<file path="config.mk">
export PLATFORM = sky130hd
export DESIGN_NAME = nfcth_tag_end_flat
export DESIGN_NICKNAME = d
export VERILOG_FILES = /design/src/hw/nfcth_pkg.sv /design/src/hw/nfcth_link_if.sv /design/src/hw/nfcth_tag_end.sv /design/src/flat_wrapper.sv
export VERILOG_INCLUDE_DIRS = /design/src /design/src/hw
export SDC_FILE = /design/constraint.sdc
export NUM_CORES = 1
export LEC_CHECK = 0
export BUFFER_PORTS_ARGS = -buffer_cell sky130_fd_sc_hd__buf_2
export CORE_AREA = 4 4 169 171
export CTS_CLUSTER_SIZE = 10
export DETAILED_ROUTE_END_ITERATION = 10
export DIE_AREA = 0 0 173 175
export PLACE_DENSITY = 0.84
export SLEW_MARGIN = 0
export SYNTH_ARGS = -nofsm -noshare
export SYNTH_HDL_FRONTEND = slang
export SYNTH_SLANG_ARGS = --single-unit
</file>
<file path="constraint.sdc">
create_clock -name core_clk -period 4.1 [get_ports core_clk]
set_clock_uncertainty 0.1 [all_clocks]
set_input_delay 0.41 -clock core_clk [delete_from_list [all_inputs] [get_ports core_clk]]
set_output_delay 0.41 -clock core_clk [all_outputs]
set_load 0.05 [all_outputs]
</file>
<file path="src/hw/nfcth_cfg.svh">
// constants of the tag command handler and its reader end
// assumes a 100 MHz core clock shared by both ends
`ifndef NFCTH_CFG_SVH
`define NFCTH_CFG_SVH
`define NFCTH_CMD_VER     8'h60
`define NFCTH_CMD_SIG     8'h3C
`define NFCTH_CMD_PWD     8'h1B
`define NFCTH_CMD_READ    8'h30
`define NFCTH_SIG_ARG     8'h00
`define NFCTH_ACK         4'hA
`define NFCTH_NAK_ARG     4'h0
`define NFCTH_NAK_CRC     4'h1
`define NFCTH_NAK_LIM     4'h4
`define NFCTH_CRC_INIT    16'h6363
`define NFCTH_CRC_POLY    16'h8408
`define NFCTH_VER_HDR     8'h00
`define NFCTH_VER_PROTO   8'h03
`define NFCTH_S0_LAST     8'hE9
`define NFCTH_S0_EXTRA_A  8'hEC
`define NFCTH_S0_EXTRA_B  8'hED
`define NFCTH_SRAM_FIRST  8'hF0
`define NFCTH_CLK_NS      10
`define NFCTH_FDT_NS      86430
`define NFCTH_TIMEOUT_NS  5000000
`define NFCTH_REG_CTRL    8'h00
`define NFCTH_REG_ARG     8'h04
`define NFCTH_REG_STAT    8'h08
`define NFCTH_REG_RXBUF   8'h20
`define NFCTH_REG_RXEND   8'h44
`define NFCTH_CTRL_GO     0
`define NFCTH_CTRL_CMD    1
`define NFCTH_CTRL_BADCRC 3
`define NFCTH_CTRL_PARERR 4
`define NFCTH_STAT_BUSY   0
`define NFCTH_STAT_DONE   1
`define NFCTH_STAT_TMO    2
`define NFCTH_STAT_SHORT  3
`define NFCTH_STAT_CODE   4
`define NFCTH_STAT_CRCOK  8
`define NFCTH_STAT_RXCNT  16
`endif

</file>
<file path="src/hw/nfcth_pkg.sv">
// types and the frame checksum step shared by both ends
// assumes nothing beyond the constants header
`include "nfcth_cfg.svh"
package nfcth_pkg;
  typedef enum logic [1:0] {CMD_VER = 2'b00, CMD_SIG = 2'b01, CMD_PWD = 2'b10, CMD_READ = 2'b11} nfcth_cmd_e;
  typedef enum logic [2:0] {ST_RX = 3'b000, ST_DEC = 3'b001, ST_FETCH = 3'b010, ST_WAIT = 3'b011,
                            ST_SEND = 3'b100} nfcth_tstate_e;
  typedef enum logic [2:0] {RSP_VER = 3'b000, RSP_SIG = 3'b001, RSP_PASSWORD_ACK_VALUE = 3'b010, RSP_READ = 3'b011,
                            RSP_SHORT = 3'b100} nfcth_rsp_e;
  typedef enum logic [1:0] {R_IDLE = 2'b00, R_TX = 2'b01, R_RX = 2'b10} nfcth_rstate_e;

  // one byte of the reflected type A checksum, lsb first
  function automatic logic [15:0] crcStep(input logic [15:0] c, input logic [7:0] d);
    logic [15:0] r;
    r = c ^ {8'h00, d};
    for (int i = 0; i < 8; i++) begin
      r = r[0] ? ((r >> 1) ^ `NFCTH_CRC_POLY) : (r >> 1);
    end
    return r;
  endfunction
endpackage

</file>
<file path="src/hw/nfcth_link_if.sv">
// byte level contactless link between reader end and tag end
// assumes both ends share core_clk; one byte per valid cycle
`timescale 1ns/1ps
`default_nettype none
interface nfcth_link_if (input wire logic core_clk);
  logic       cmdValid;
  logic [7:0] cmdByte;
  logic       cmdEnd;
  logic       cmdParErr;
  logic       rspValid;
  logic [7:0] rspByte;
  logic       rspEnd;
  logic       rspShort;
  modport tag (input cmdValid, cmdByte, cmdEnd, cmdParErr, output rspValid, rspByte, rspEnd, rspShort);
  modport reader (output cmdValid, cmdByte, cmdEnd, cmdParErr, input rspValid, rspByte, rspEnd, rspShort);
endinterface
`default_nettype wire

</file>
<file path="src/hw/nfcth_tag_end.sv">
// tag end: interprets version, signature, password and read frames
// assumes page memory reads combinationally from memPage/memSector
`timescale 1ns/1ps
`include "nfcth_cfg.svh"
`default_nettype none
module nfcth_tag_end #(
  parameter int             FDT_CYC      = (`NFCTH_FDT_NS + `NFCTH_CLK_NS - 1) / `NFCTH_CLK_NS,
  parameter logic [7:0]     VENDOR_ID    = 8'h5A,  // arbitrary value
  parameter logic [7:0]     PROD_TYPE    = 8'hA1,  // arbitrary value
  parameter logic [7:0]     PROD_SUBTYPE = 8'hB2,  // arbitrary value
  parameter logic [7:0]     VER_MAJOR    = 8'h01,  // arbitrary value
  parameter logic [7:0]     VER_MINOR    = 8'h00,  // arbitrary value
  parameter logic [6:0]     SIZE_EXP     = 7'h0A,
  parameter logic           SIZE_INEXACT = 1'b1,
  parameter logic [255:0]   SIGNATURE    = {8{32'hC0DE5EED}}  // arbitrary value
) (
  input  wire logic         core_clk,
  input  wire logic         rstn,
  nfcth_link_if.tag         lnk,
  input  wire logic         deselect,
  input  wire logic         variant2k,
  input  wire logic         sectorSel,
  input  wire logic         passThrough,
  input  wire logic [7:0]   protectStartPage,
  input  wire logic         protectLevelSelect,
  input  wire logic [2:0]   failedTryLimit,
  input  wire logic [31:0]  password,
  input  wire logic [15:0]  passwordAckValue,
  output logic [7:0]        memPage,
  output logic              memSector,
  input  wire logic [31:0]  memData,
  output logic              authOk,
  output logic              triesLocked,
  output logic              protectWriteOk
);
  nfcth_pkg::nfcth_tstate_e state;
  nfcth_pkg::nfcth_rsp_e    rspKind;
  logic [7:0]  rxBuf [0:6];
  logic [3:0]  rxCnt;
  logic [15:0] rxCrc;
  logic        parSeen;
  logic        crcBad;
  logic [15:0] dlyCnt;
  logic [7:0]  failCnt;
  logic [31:0] rdWord [0:3];
  logic [2:0]  fIdx;
  logic [3:0]  okMask;
  logic [5:0]  txIdx;
  logic [5:0]  txLen;
  logic [15:0] txCrc;
  logic [3:0]  shortCode;

  // decode of the received frame
  wire logic [15:0] crcIn     = nfcth_pkg::crcStep(rxCrc, lnk.cmdByte);
  wire logic [8:0]  failLimit = 9'h001 << failedTryLimit;
  wire logic        locked    = (failedTryLimit != 3'h0) && ({1'b0, failCnt} >= failLimit);
  wire logic        pwdMatch  = {rxBuf[1], rxBuf[2], rxBuf[3], rxBuf[4]} == password;
  wire logic [8:0]  fetchPage = {1'b0, rxBuf[1]} + {6'h00, fIdx};
  wire logic [63:0] verBlock  = {`NFCTH_VER_PROTO, SIZE_EXP, SIZE_INEXACT, VER_MINOR, VER_MAJOR,
                                 PROD_SUBTYPE, PROD_TYPE, VENDOR_ID, `NFCTH_VER_HDR};
  wire logic        fetchDone = fIdx == 3'h4;

  // page reachable: range per sector, then the read guard of the protected area
  function automatic logic pageReadable(input logic [8:0] p);
    logic inRange;
    logic guarded;
    inRange = sectorSel ? variant2k
            : (p[7:0] <= `NFCTH_S0_LAST || p[7:0] == `NFCTH_S0_EXTRA_A
               || p[7:0] == `NFCTH_S0_EXTRA_B || (passThrough && p[7:0] >= `NFCTH_SRAM_FIRST));
    guarded = (p[7:0] >= protectStartPage) && protectLevelSelect && (!authOk || locked);
    return !p[8] && inRange && !guarded;
  endfunction

  // outgoing data byte; every block goes out byte 0 first
  logic [7:0] dataByte;
  always_comb begin
    unique case (rspKind)
      nfcth_pkg::RSP_VER:  dataByte = verBlock[{txIdx[2:0], 3'b000} +: 8];
      nfcth_pkg::RSP_SIG:  dataByte = SIGNATURE[{txIdx[4:0], 3'b000} +: 8];
      nfcth_pkg::RSP_PASSWORD_ACK_VALUE: dataByte = passwordAckValue[{txIdx[0], 3'b000} +: 8];
      nfcth_pkg::RSP_READ: dataByte = rdWord[txIdx[3:2]][{txIdx[1:0], 3'b000} +: 8];
      default:             dataByte = 8'h00;
    endcase
  end

  // receive: gather bytes and running checksum until the frame end
  always_ff @(posedge core_clk or negedge rstn) begin
    if (!rstn) begin
      rxCnt   <= 4'h0;
      rxCrc   <= `NFCTH_CRC_INIT;
      parSeen <= 1'b0;
      crcBad  <= 1'b0;
      for (int i = 0; i < 7; i++) rxBuf[i] <= 8'h00;
    end else if (state == nfcth_pkg::ST_DEC || deselect) begin
      rxCnt   <= 4'h0;
      rxCrc   <= `NFCTH_CRC_INIT;
      parSeen <= 1'b0;
    end else if (state == nfcth_pkg::ST_RX && lnk.cmdValid) begin
      if (rxCnt < 4'h7) rxBuf[rxCnt[2:0]] <= lnk.cmdByte;
      if (rxCnt != 4'hF) rxCnt <= rxCnt + 4'h1;
      rxCrc   <= crcIn;
      parSeen <= parSeen | lnk.cmdParErr;
      if (lnk.cmdEnd) crcBad <= (crcIn != 16'h0000) | parSeen | lnk.cmdParErr;
    end
  end

  // frame delay counter, restarted by every frame end
  always_ff @(posedge core_clk or negedge rstn) begin
    if (!rstn) dlyCnt <= 16'h0000;
    else if (lnk.cmdValid && lnk.cmdEnd) dlyCnt <= 16'h0000;
    else if (dlyCnt != 16'hFFFF) dlyCnt <= dlyCnt + 16'h0001;
  end

  // command decision, fetch, delay and reply sequencing
  always_ff @(posedge core_clk or negedge rstn) begin
    if (!rstn) begin
      state     <= nfcth_pkg::ST_RX;
      rspKind   <= nfcth_pkg::RSP_SHORT;
      shortCode <= `NFCTH_NAK_ARG;
      txLen     <= 6'h00;
      authOk    <= 1'b0;
      failCnt   <= 8'h00;
    end else if (deselect) begin
      state  <= nfcth_pkg::ST_RX;
      authOk <= 1'b0;
    end else begin
      unique case (state)
        nfcth_pkg::ST_RX: if (lnk.cmdValid && lnk.cmdEnd) state <= nfcth_pkg::ST_DEC;
        nfcth_pkg::ST_DEC: begin
          state     <= nfcth_pkg::ST_WAIT;
          rspKind   <= nfcth_pkg::RSP_SHORT;
          shortCode <= `NFCTH_NAK_ARG;
          if (crcBad) begin
            shortCode <= `NFCTH_NAK_CRC;
          end else if (rxBuf[0] == `NFCTH_CMD_VER && rxCnt == 4'h3) begin
            rspKind <= nfcth_pkg::RSP_VER;
            txLen   <= 6'd8;
          end else if (rxBuf[0] == `NFCTH_CMD_SIG && rxCnt == 4'h4 && rxBuf[1] == `NFCTH_SIG_ARG) begin
            rspKind <= nfcth_pkg::RSP_SIG;
            txLen   <= 6'd32;
          end else if (rxBuf[0] == `NFCTH_CMD_PWD && rxCnt == 4'h7) begin
            if (locked) begin
              shortCode <= `NFCTH_NAK_LIM;
            end else if (pwdMatch) begin
              rspKind <= nfcth_pkg::RSP_PASSWORD_ACK_VALUE;
              txLen   <= 6'd2;
              authOk  <= 1'b1;
              failCnt <= 8'h00;
            end else if (failedTryLimit != 3'h0 && failCnt != 8'hFF) begin
              failCnt <= failCnt + 8'h01;
            end
          end else if (rxBuf[0] == `NFCTH_CMD_READ && rxCnt == 4'h4) begin
            if (pageReadable({1'b0, rxBuf[1]})) begin
              state   <= nfcth_pkg::ST_FETCH;
              rspKind <= nfcth_pkg::RSP_READ;
              txLen   <= 6'd16;
            end
          end
        end
        nfcth_pkg::ST_FETCH: if (fetchDone) state <= nfcth_pkg::ST_WAIT;
        nfcth_pkg::ST_WAIT: if ({16'h0000, dlyCnt} >= FDT_CYC - 1) state <= nfcth_pkg::ST_SEND;
        nfcth_pkg::ST_SEND: begin
          if (rspKind == nfcth_pkg::RSP_SHORT || txIdx == txLen + 6'h01) state <= nfcth_pkg::ST_RX;
        end
      endcase
    end
  end

  // four page fetch: address one cycle, capture the next
  always_ff @(posedge core_clk or negedge rstn) begin
    if (!rstn) begin
      fIdx      <= 3'h0;
      okMask    <= 4'h0;
      memPage   <= 8'h00;
      memSector <= 1'b0;
      for (int i = 0; i < 4; i++) rdWord[i] <= 32'h0000_0000;
    end else if (state == nfcth_pkg::ST_FETCH && !fetchDone) begin
      fIdx      <= fIdx + 3'h1;
      memPage   <= fetchPage[7:0];
      memSector <= sectorSel;
      okMask[fIdx[1:0]] <= pageReadable(fetchPage);
      if (fIdx != 3'h0) rdWord[fIdx[1:0] - 2'h1] <= okMask[fIdx[1:0] - 2'h1] ? memData : 32'h0000_0000;
    end else if (state == nfcth_pkg::ST_FETCH) begin
      rdWord[3] <= okMask[3] ? memData : 32'h0000_0000;
    end else begin
      fIdx <= 3'h0;
    end
  end

  // reply shifter: data bytes, then checksum low and high
  always_ff @(posedge core_clk or negedge rstn) begin
    if (!rstn) begin
      lnk.rspValid <= 1'b0;
      lnk.rspByte  <= 8'h00;
      lnk.rspEnd   <= 1'b0;
      lnk.rspShort <= 1'b0;
      txIdx        <= 6'h00;
      txCrc        <= `NFCTH_CRC_INIT;
    end else if (state == nfcth_pkg::ST_SEND && !deselect) begin
      lnk.rspValid <= 1'b1;
      txIdx        <= txIdx + 6'h01;
      if (rspKind == nfcth_pkg::RSP_SHORT) begin
        lnk.rspByte  <= {4'h0, shortCode};
        lnk.rspShort <= 1'b1;
        lnk.rspEnd   <= 1'b1;
      end else if (txIdx < txLen) begin
        lnk.rspByte <= dataByte;
        txCrc       <= nfcth_pkg::crcStep(txCrc, dataByte);
      end else if (txIdx == txLen) begin
        lnk.rspByte <= txCrc[7:0];
      end else begin
        lnk.rspByte <= txCrc[15:8];
        lnk.rspEnd  <= 1'b1;
      end
    end else begin
      lnk.rspValid <= 1'b0;
      lnk.rspEnd   <= 1'b0;
      lnk.rspShort <= 1'b0;
      txIdx        <= 6'h00;
      txCrc        <= `NFCTH_CRC_INIT;
    end
  end

  // status flags; write access to the protected area needs auth and no lockout
  always_ff @(posedge core_clk or negedge rstn) begin
    if (!rstn) begin
      triesLocked    <= 1'b0;
      protectWriteOk <= 1'b0;
    end else begin
      triesLocked    <= locked;
      protectWriteOk <= authOk && !locked;
    end
  end
endmodule
`default_nettype wire

</file>
<file path="src/flat_wrapper.sv">
// flat-port wrapper written by rule: the top's interface ports become plain ports
module nfcth_tag_end_flat 
#(
  parameter int             FDT_CYC      = (`NFCTH_FDT_NS + `NFCTH_CLK_NS - 1) / `NFCTH_CLK_NS,
  parameter logic [7:0]     VENDOR_ID    = 8'h5A,                    
  parameter logic [7:0]     PROD_TYPE    = 8'hA1,                    
  parameter logic [7:0]     PROD_SUBTYPE = 8'hB2,                    
  parameter logic [7:0]     VER_MAJOR    = 8'h01,                    
  parameter logic [7:0]     VER_MINOR    = 8'h00,                    
  parameter logic [6:0]     SIZE_EXP     = 7'h0A,
  parameter logic           SIZE_INEXACT = 1'b1,
  parameter logic [255:0]   SIGNATURE    = {8{32'hC0DE5EED}}                    
)
  (core_clk, rstn, deselect, variant2k, sectorSel, passThrough, protectStartPage, protectLevelSelect, failedTryLimit, password, passwordAckValue, memPage, memSector, memData, authOk, triesLocked, protectWriteOk, lnk_cmdValid, lnk_cmdByte, lnk_cmdEnd, lnk_cmdParErr, lnk_rspValid, lnk_rspByte, lnk_rspEnd, lnk_rspShort);
  nfcth_link_if lnk_i (.core_clk(core_clk));
  input  wire logic core_clk;
  input  wire logic rstn;
  input  wire logic deselect;
  input  wire logic variant2k;
  input  wire logic sectorSel;
  input  wire logic passThrough;
  input  wire logic [7:0] protectStartPage;
  input  wire logic protectLevelSelect;
  input  wire logic [2:0] failedTryLimit;
  input  wire logic [31:0] password;
  input  wire logic [15:0] passwordAckValue;
  output logic [7:0] memPage;
  output logic memSector;
  input  wire logic [31:0] memData;
  output logic authOk;
  output logic triesLocked;
  output logic protectWriteOk;
  input wire logic [$bits(lnk_i.cmdValid)-1:0] lnk_cmdValid;
  input wire logic [$bits(lnk_i.cmdByte)-1:0] lnk_cmdByte;
  input wire logic [$bits(lnk_i.cmdEnd)-1:0] lnk_cmdEnd;
  input wire logic [$bits(lnk_i.cmdParErr)-1:0] lnk_cmdParErr;
  output wire logic [$bits(lnk_i.rspValid)-1:0] lnk_rspValid;
  output wire logic [$bits(lnk_i.rspByte)-1:0] lnk_rspByte;
  output wire logic [$bits(lnk_i.rspEnd)-1:0] lnk_rspEnd;
  output wire logic [$bits(lnk_i.rspShort)-1:0] lnk_rspShort;
  assign lnk_i.cmdValid = lnk_cmdValid;
  assign lnk_i.cmdByte = lnk_cmdByte;
  assign lnk_i.cmdEnd = lnk_cmdEnd;
  assign lnk_i.cmdParErr = lnk_cmdParErr;
  assign lnk_rspValid = lnk_i.rspValid;
  assign lnk_rspByte = lnk_i.rspByte;
  assign lnk_rspEnd = lnk_i.rspEnd;
  assign lnk_rspShort = lnk_i.rspShort;
  nfcth_tag_end #(.FDT_CYC(FDT_CYC), .VENDOR_ID(VENDOR_ID), .PROD_TYPE(PROD_TYPE), .PROD_SUBTYPE(PROD_SUBTYPE), .VER_MAJOR(VER_MAJOR), .VER_MINOR(VER_MINOR), .SIZE_EXP(SIZE_EXP), .SIZE_INEXACT(SIZE_INEXACT), .SIGNATURE(SIGNATURE)) u_core (.core_clk(core_clk), .rstn(rstn), .lnk(lnk_i), .deselect(deselect), .variant2k(variant2k), .sectorSel(sectorSel), .passThrough(passThrough), .protectStartPage(protectStartPage), .protectLevelSelect(protectLevelSelect), .failedTryLimit(failedTryLimit), .password(password), .passwordAckValue(passwordAckValue), .memPage(memPage), .memSector(memSector), .memData(memData), .authOk(authOk), .triesLocked(triesLocked), .protectWriteOk(protectWriteOk));
endmodule
</file>
==> results_dict.tcl <==
set metrics [dict create \
    viasPerCell 6.03 \
    cts_buffer_depth 3 \
    dpl.hpwl_um 24800 \
    synthTopCellsByCount "272 x nand2_1, 261 x dfrtp_1, 160 x o21ai_0" \
    drv_cap 0 \
    cp_slowest_stage_delay_ns 0.48 \
    endpoint_kind "register" \
    yosysMostFrequentCell "nand2_1" \
    hold_buffers 1 \
    critPathKind "reg2reg" \
    rsz0062_at_grt "false" \
    antenna_found_initial 1 \
    rows 60 \
    synth_area_um2 14700 \
    clock-root-buffer "clkbuf_16" \
    yosys_warnings 0 \
    numClockSinks 278 \
    grt-ovfl-total 0 \
    syn2layout_area_growth_pct 12.6 \
    hold_class "in2reg" \
    synth_cells 1478 \
    h-tree-depth 2 \
    pre_cts_slack_ns 0.482 \
    critPathBufInv 1 \
    synth_edf_count 0 \
    outcome "completed" \
    synthTopCellsByArea "dfrtp_1 44%, nand2_1 6.9%, o21ai_0 5.4%" \
    grt_pass1_wl_um 59900 \
    dpl-instance-area_um2 15600 \
    path_clk_slew_ns 0.06 \
    setup_viol 0 \
    clock_latency_ns 0.53 \
    final_area_um2 16600 \
    fin_nets 1741 \
    powerDensity_nw_per_um2 514 \
    die_area_um2 30300 \
    drt_pre_antenna_iters 7 \
    first_global_vias 11675 \
    drc 0 \
    drive_gt1_frac 0.184 \
    placed_cells 1889 \
    critPathTopFamily "compound AO/OA/AOI/OAI gates" \
    synth_largest_area_cell "dfrtp_1" \
    cp_slowest_cell "dfrtp_1" \
    wl_per_cell_um 18.8 \
    diodes 0 \
    cts_resized 0 \
    synth_ff_type "dfrtp_1" \
    initial_core_util 0.548 \
    p_leak_nw 7.64 \
    synth.top_cell.area_share 0.443 \
    p_total_mw 8.52 \
    synth-async-reset-ratio 1.00 \
    drt_wl_total_um 36600 \
    critPathLaunchType "register" \
    seq_area_frac_synth 0.473 \
    cts_setup_buffers 0 \
    fin_crit_sh 0.926 \
    ir_drop_uv 491 \
    die_x_um 173 \
    avgSynthCellArea_um2 9.97 \
    whs_ns 0.0392 \
    r2r_slack_ns 0.30 \
    io_pins 132 \
    die_h_um 175 \
    fin_ws_ns 0.302 \
    crit_chain "ha_1 -> fa_1 -> a21oi_1 -> nor2_1 -> nand2_1 -> xor2_1 -> inv_1 -> ha_1 -> o2111ai_1 -> a21oi_1 -> o311a_1 -> a311oi_1 -> a22o_1" \
    dr.first_iter.drc_count 1019 \
    synth_nets 1634 \
    port_buffers 131 \
    grtUsageTotal 0.238 \
    worstPathArrival_ns 4.14 \
    fin_setup_tns_ns 0 \
    final_max_slew_viol_count 0 \
    cts_tree "built" \
    max_freq_mhz 263 \
    path_max_fanout 7 \
    multi_input_area_um2 7250 \
    regArea_um2 6980 \
    worstMarginPinSlew_ns 1.16 \
    via_count 11722 \
    max-slew-margin-rel 0.229 \
    detail-route-antenna-nets 0 \
    ys_types 79 \
    synth_seq_cells 278 \
    grt_max_degree 116 \
    fillers 2088 \
    core_um2 26900 \
    report.final.hold_viol_count 0 \
    cp_data_required_time_ns 4.44 \
    cts_made_buffers 34 \
    instances_no_fill 1944 \
    gp_congestion 0.902 \
    layout_min_cycle_time_ns 3.80 \
    fin_util 0.617 \
]
-- tightest hold or removal path, cell delays in order --
cell and delay (ns):
buf_2 0.10, nand2_1 0.05, o21ai_0 0.06
-- report_power, final --
| part | switching (mW) | total (mW) | internal, mW | leakage, nW |
|---|---|---|---|---|
| Sequential | 0.422 | 3.67 | 3.25 | 3.10 |
| Combinational | 1.25 | 2.12 | 0.872 | 4.06 |
| Clock | 1.15 | 2.74 | 1.58 | 0.480 |
| Total | 2.82 | 8.52 | 5.70 | 7.64 |
-- final timing paths --
check | start | cells after the start | to
setup / recovery | u_core.fIdx[0]$_DFFE_PN0P_ | 13 | u_core.okMask[3]$_DFFE_PN0P_
hold / removal | memData[25] | 3 | u_core.rdWord[25]$_DFFE_PN0P_
min in group asynchronous | rstn | 2 | u_core.memSector$_DFFE_PN0P_
hold reg to reg | u_core.rdWord[56]$_DFFE_PN0P_ | 2 | u_core.rdWord[56]$_DFFE_PN0P_
setup reg to reg | u_core.fIdx[0]$_DFFE_PN0P_ | 13 | u_core.okMask[3]$_DFFE_PN0P_
max in group asynchronous | rstn | 3 | u_core.txCrc[13]$_DFFE_PN1P_
-- registers in the layout, summed over array words and instances, names as in the netlist, 6 cells and up --
| register | flops |
|---|---|
| u_core.dlyCnt | 16 |
| u_core.failCnt | 8 |
| u_core.lnk.rspByte | 8 |
| u_core.memPage | 8 |
| u_core.rdWord | 128 |
| u_core.rxBuf | 40 |
| u_core.rxCrc | 16 |
| u_core.txCrc | 16 |
| u_core.txIdx | 6 |
-- cell type report --
| type | count | area share |
|---|---|---|
| timing repair buffer | 147 | 0.0490 |
| clock inverter | 4 | 0.00407 |
| multi-input combinational | 1091 | 0.437 |
| clock buffer | 50 | 0.0561 |
| tap | 341 | 0.0257 |
| inverter | 33 | 0.00746 |
| sequential | 278 | 0.421 |
-- placed cells by master, fill, tap and decap left out, types with 16 or more instances in the layout --
| master | instances |
|---|---|
| nor2_1 | 90 |
| nor3_1 | 21 |
| inv_1 | 32 |
| mux2i_1 | 41 |
| dfstp_2 | 17 |
| nand3_1 | 32 |
| nand2_1 | 269 |
| dfrtp_1 | 260 |
| ha_1 | 46 |
| xnor2_1 | 34 |
| clkbuf_16 | 34 |
| buf_2 | 130 |
| xor2_1 | 64 |
| mux2_2 | 57 |
| o211ai_1 | 16 |
| a21oi_1 | 36 |
| o21ai_0 | 160 |
-- metal layers --
layer | vias to the layer above | global-route usage | routed length (µm)
li1 | 5402 | - | -
met1 | 5779 | 0.318 | 15200
met2 | 443 | 0.397 | 17700
met3 | 96 | 0.0398 | 2570
met4 | 2 | 0.0798 | 1160
met5 | - | 0 | 20
-- cell families (layout without fill, tap and decap cells) --
logic type	after synthesis	in the layout	synth area share
mux	119	119	0.104
simple gates	519	519	0.158
flops	278	278	0.473
buf+inv	109	234	0.0350
compound gates	303	303	0.125
xor+xnor	103	103	0.0638
fa+ha+maj	47	47	0.0404
No activity file was read; power rests on OpenSTA's default activity.
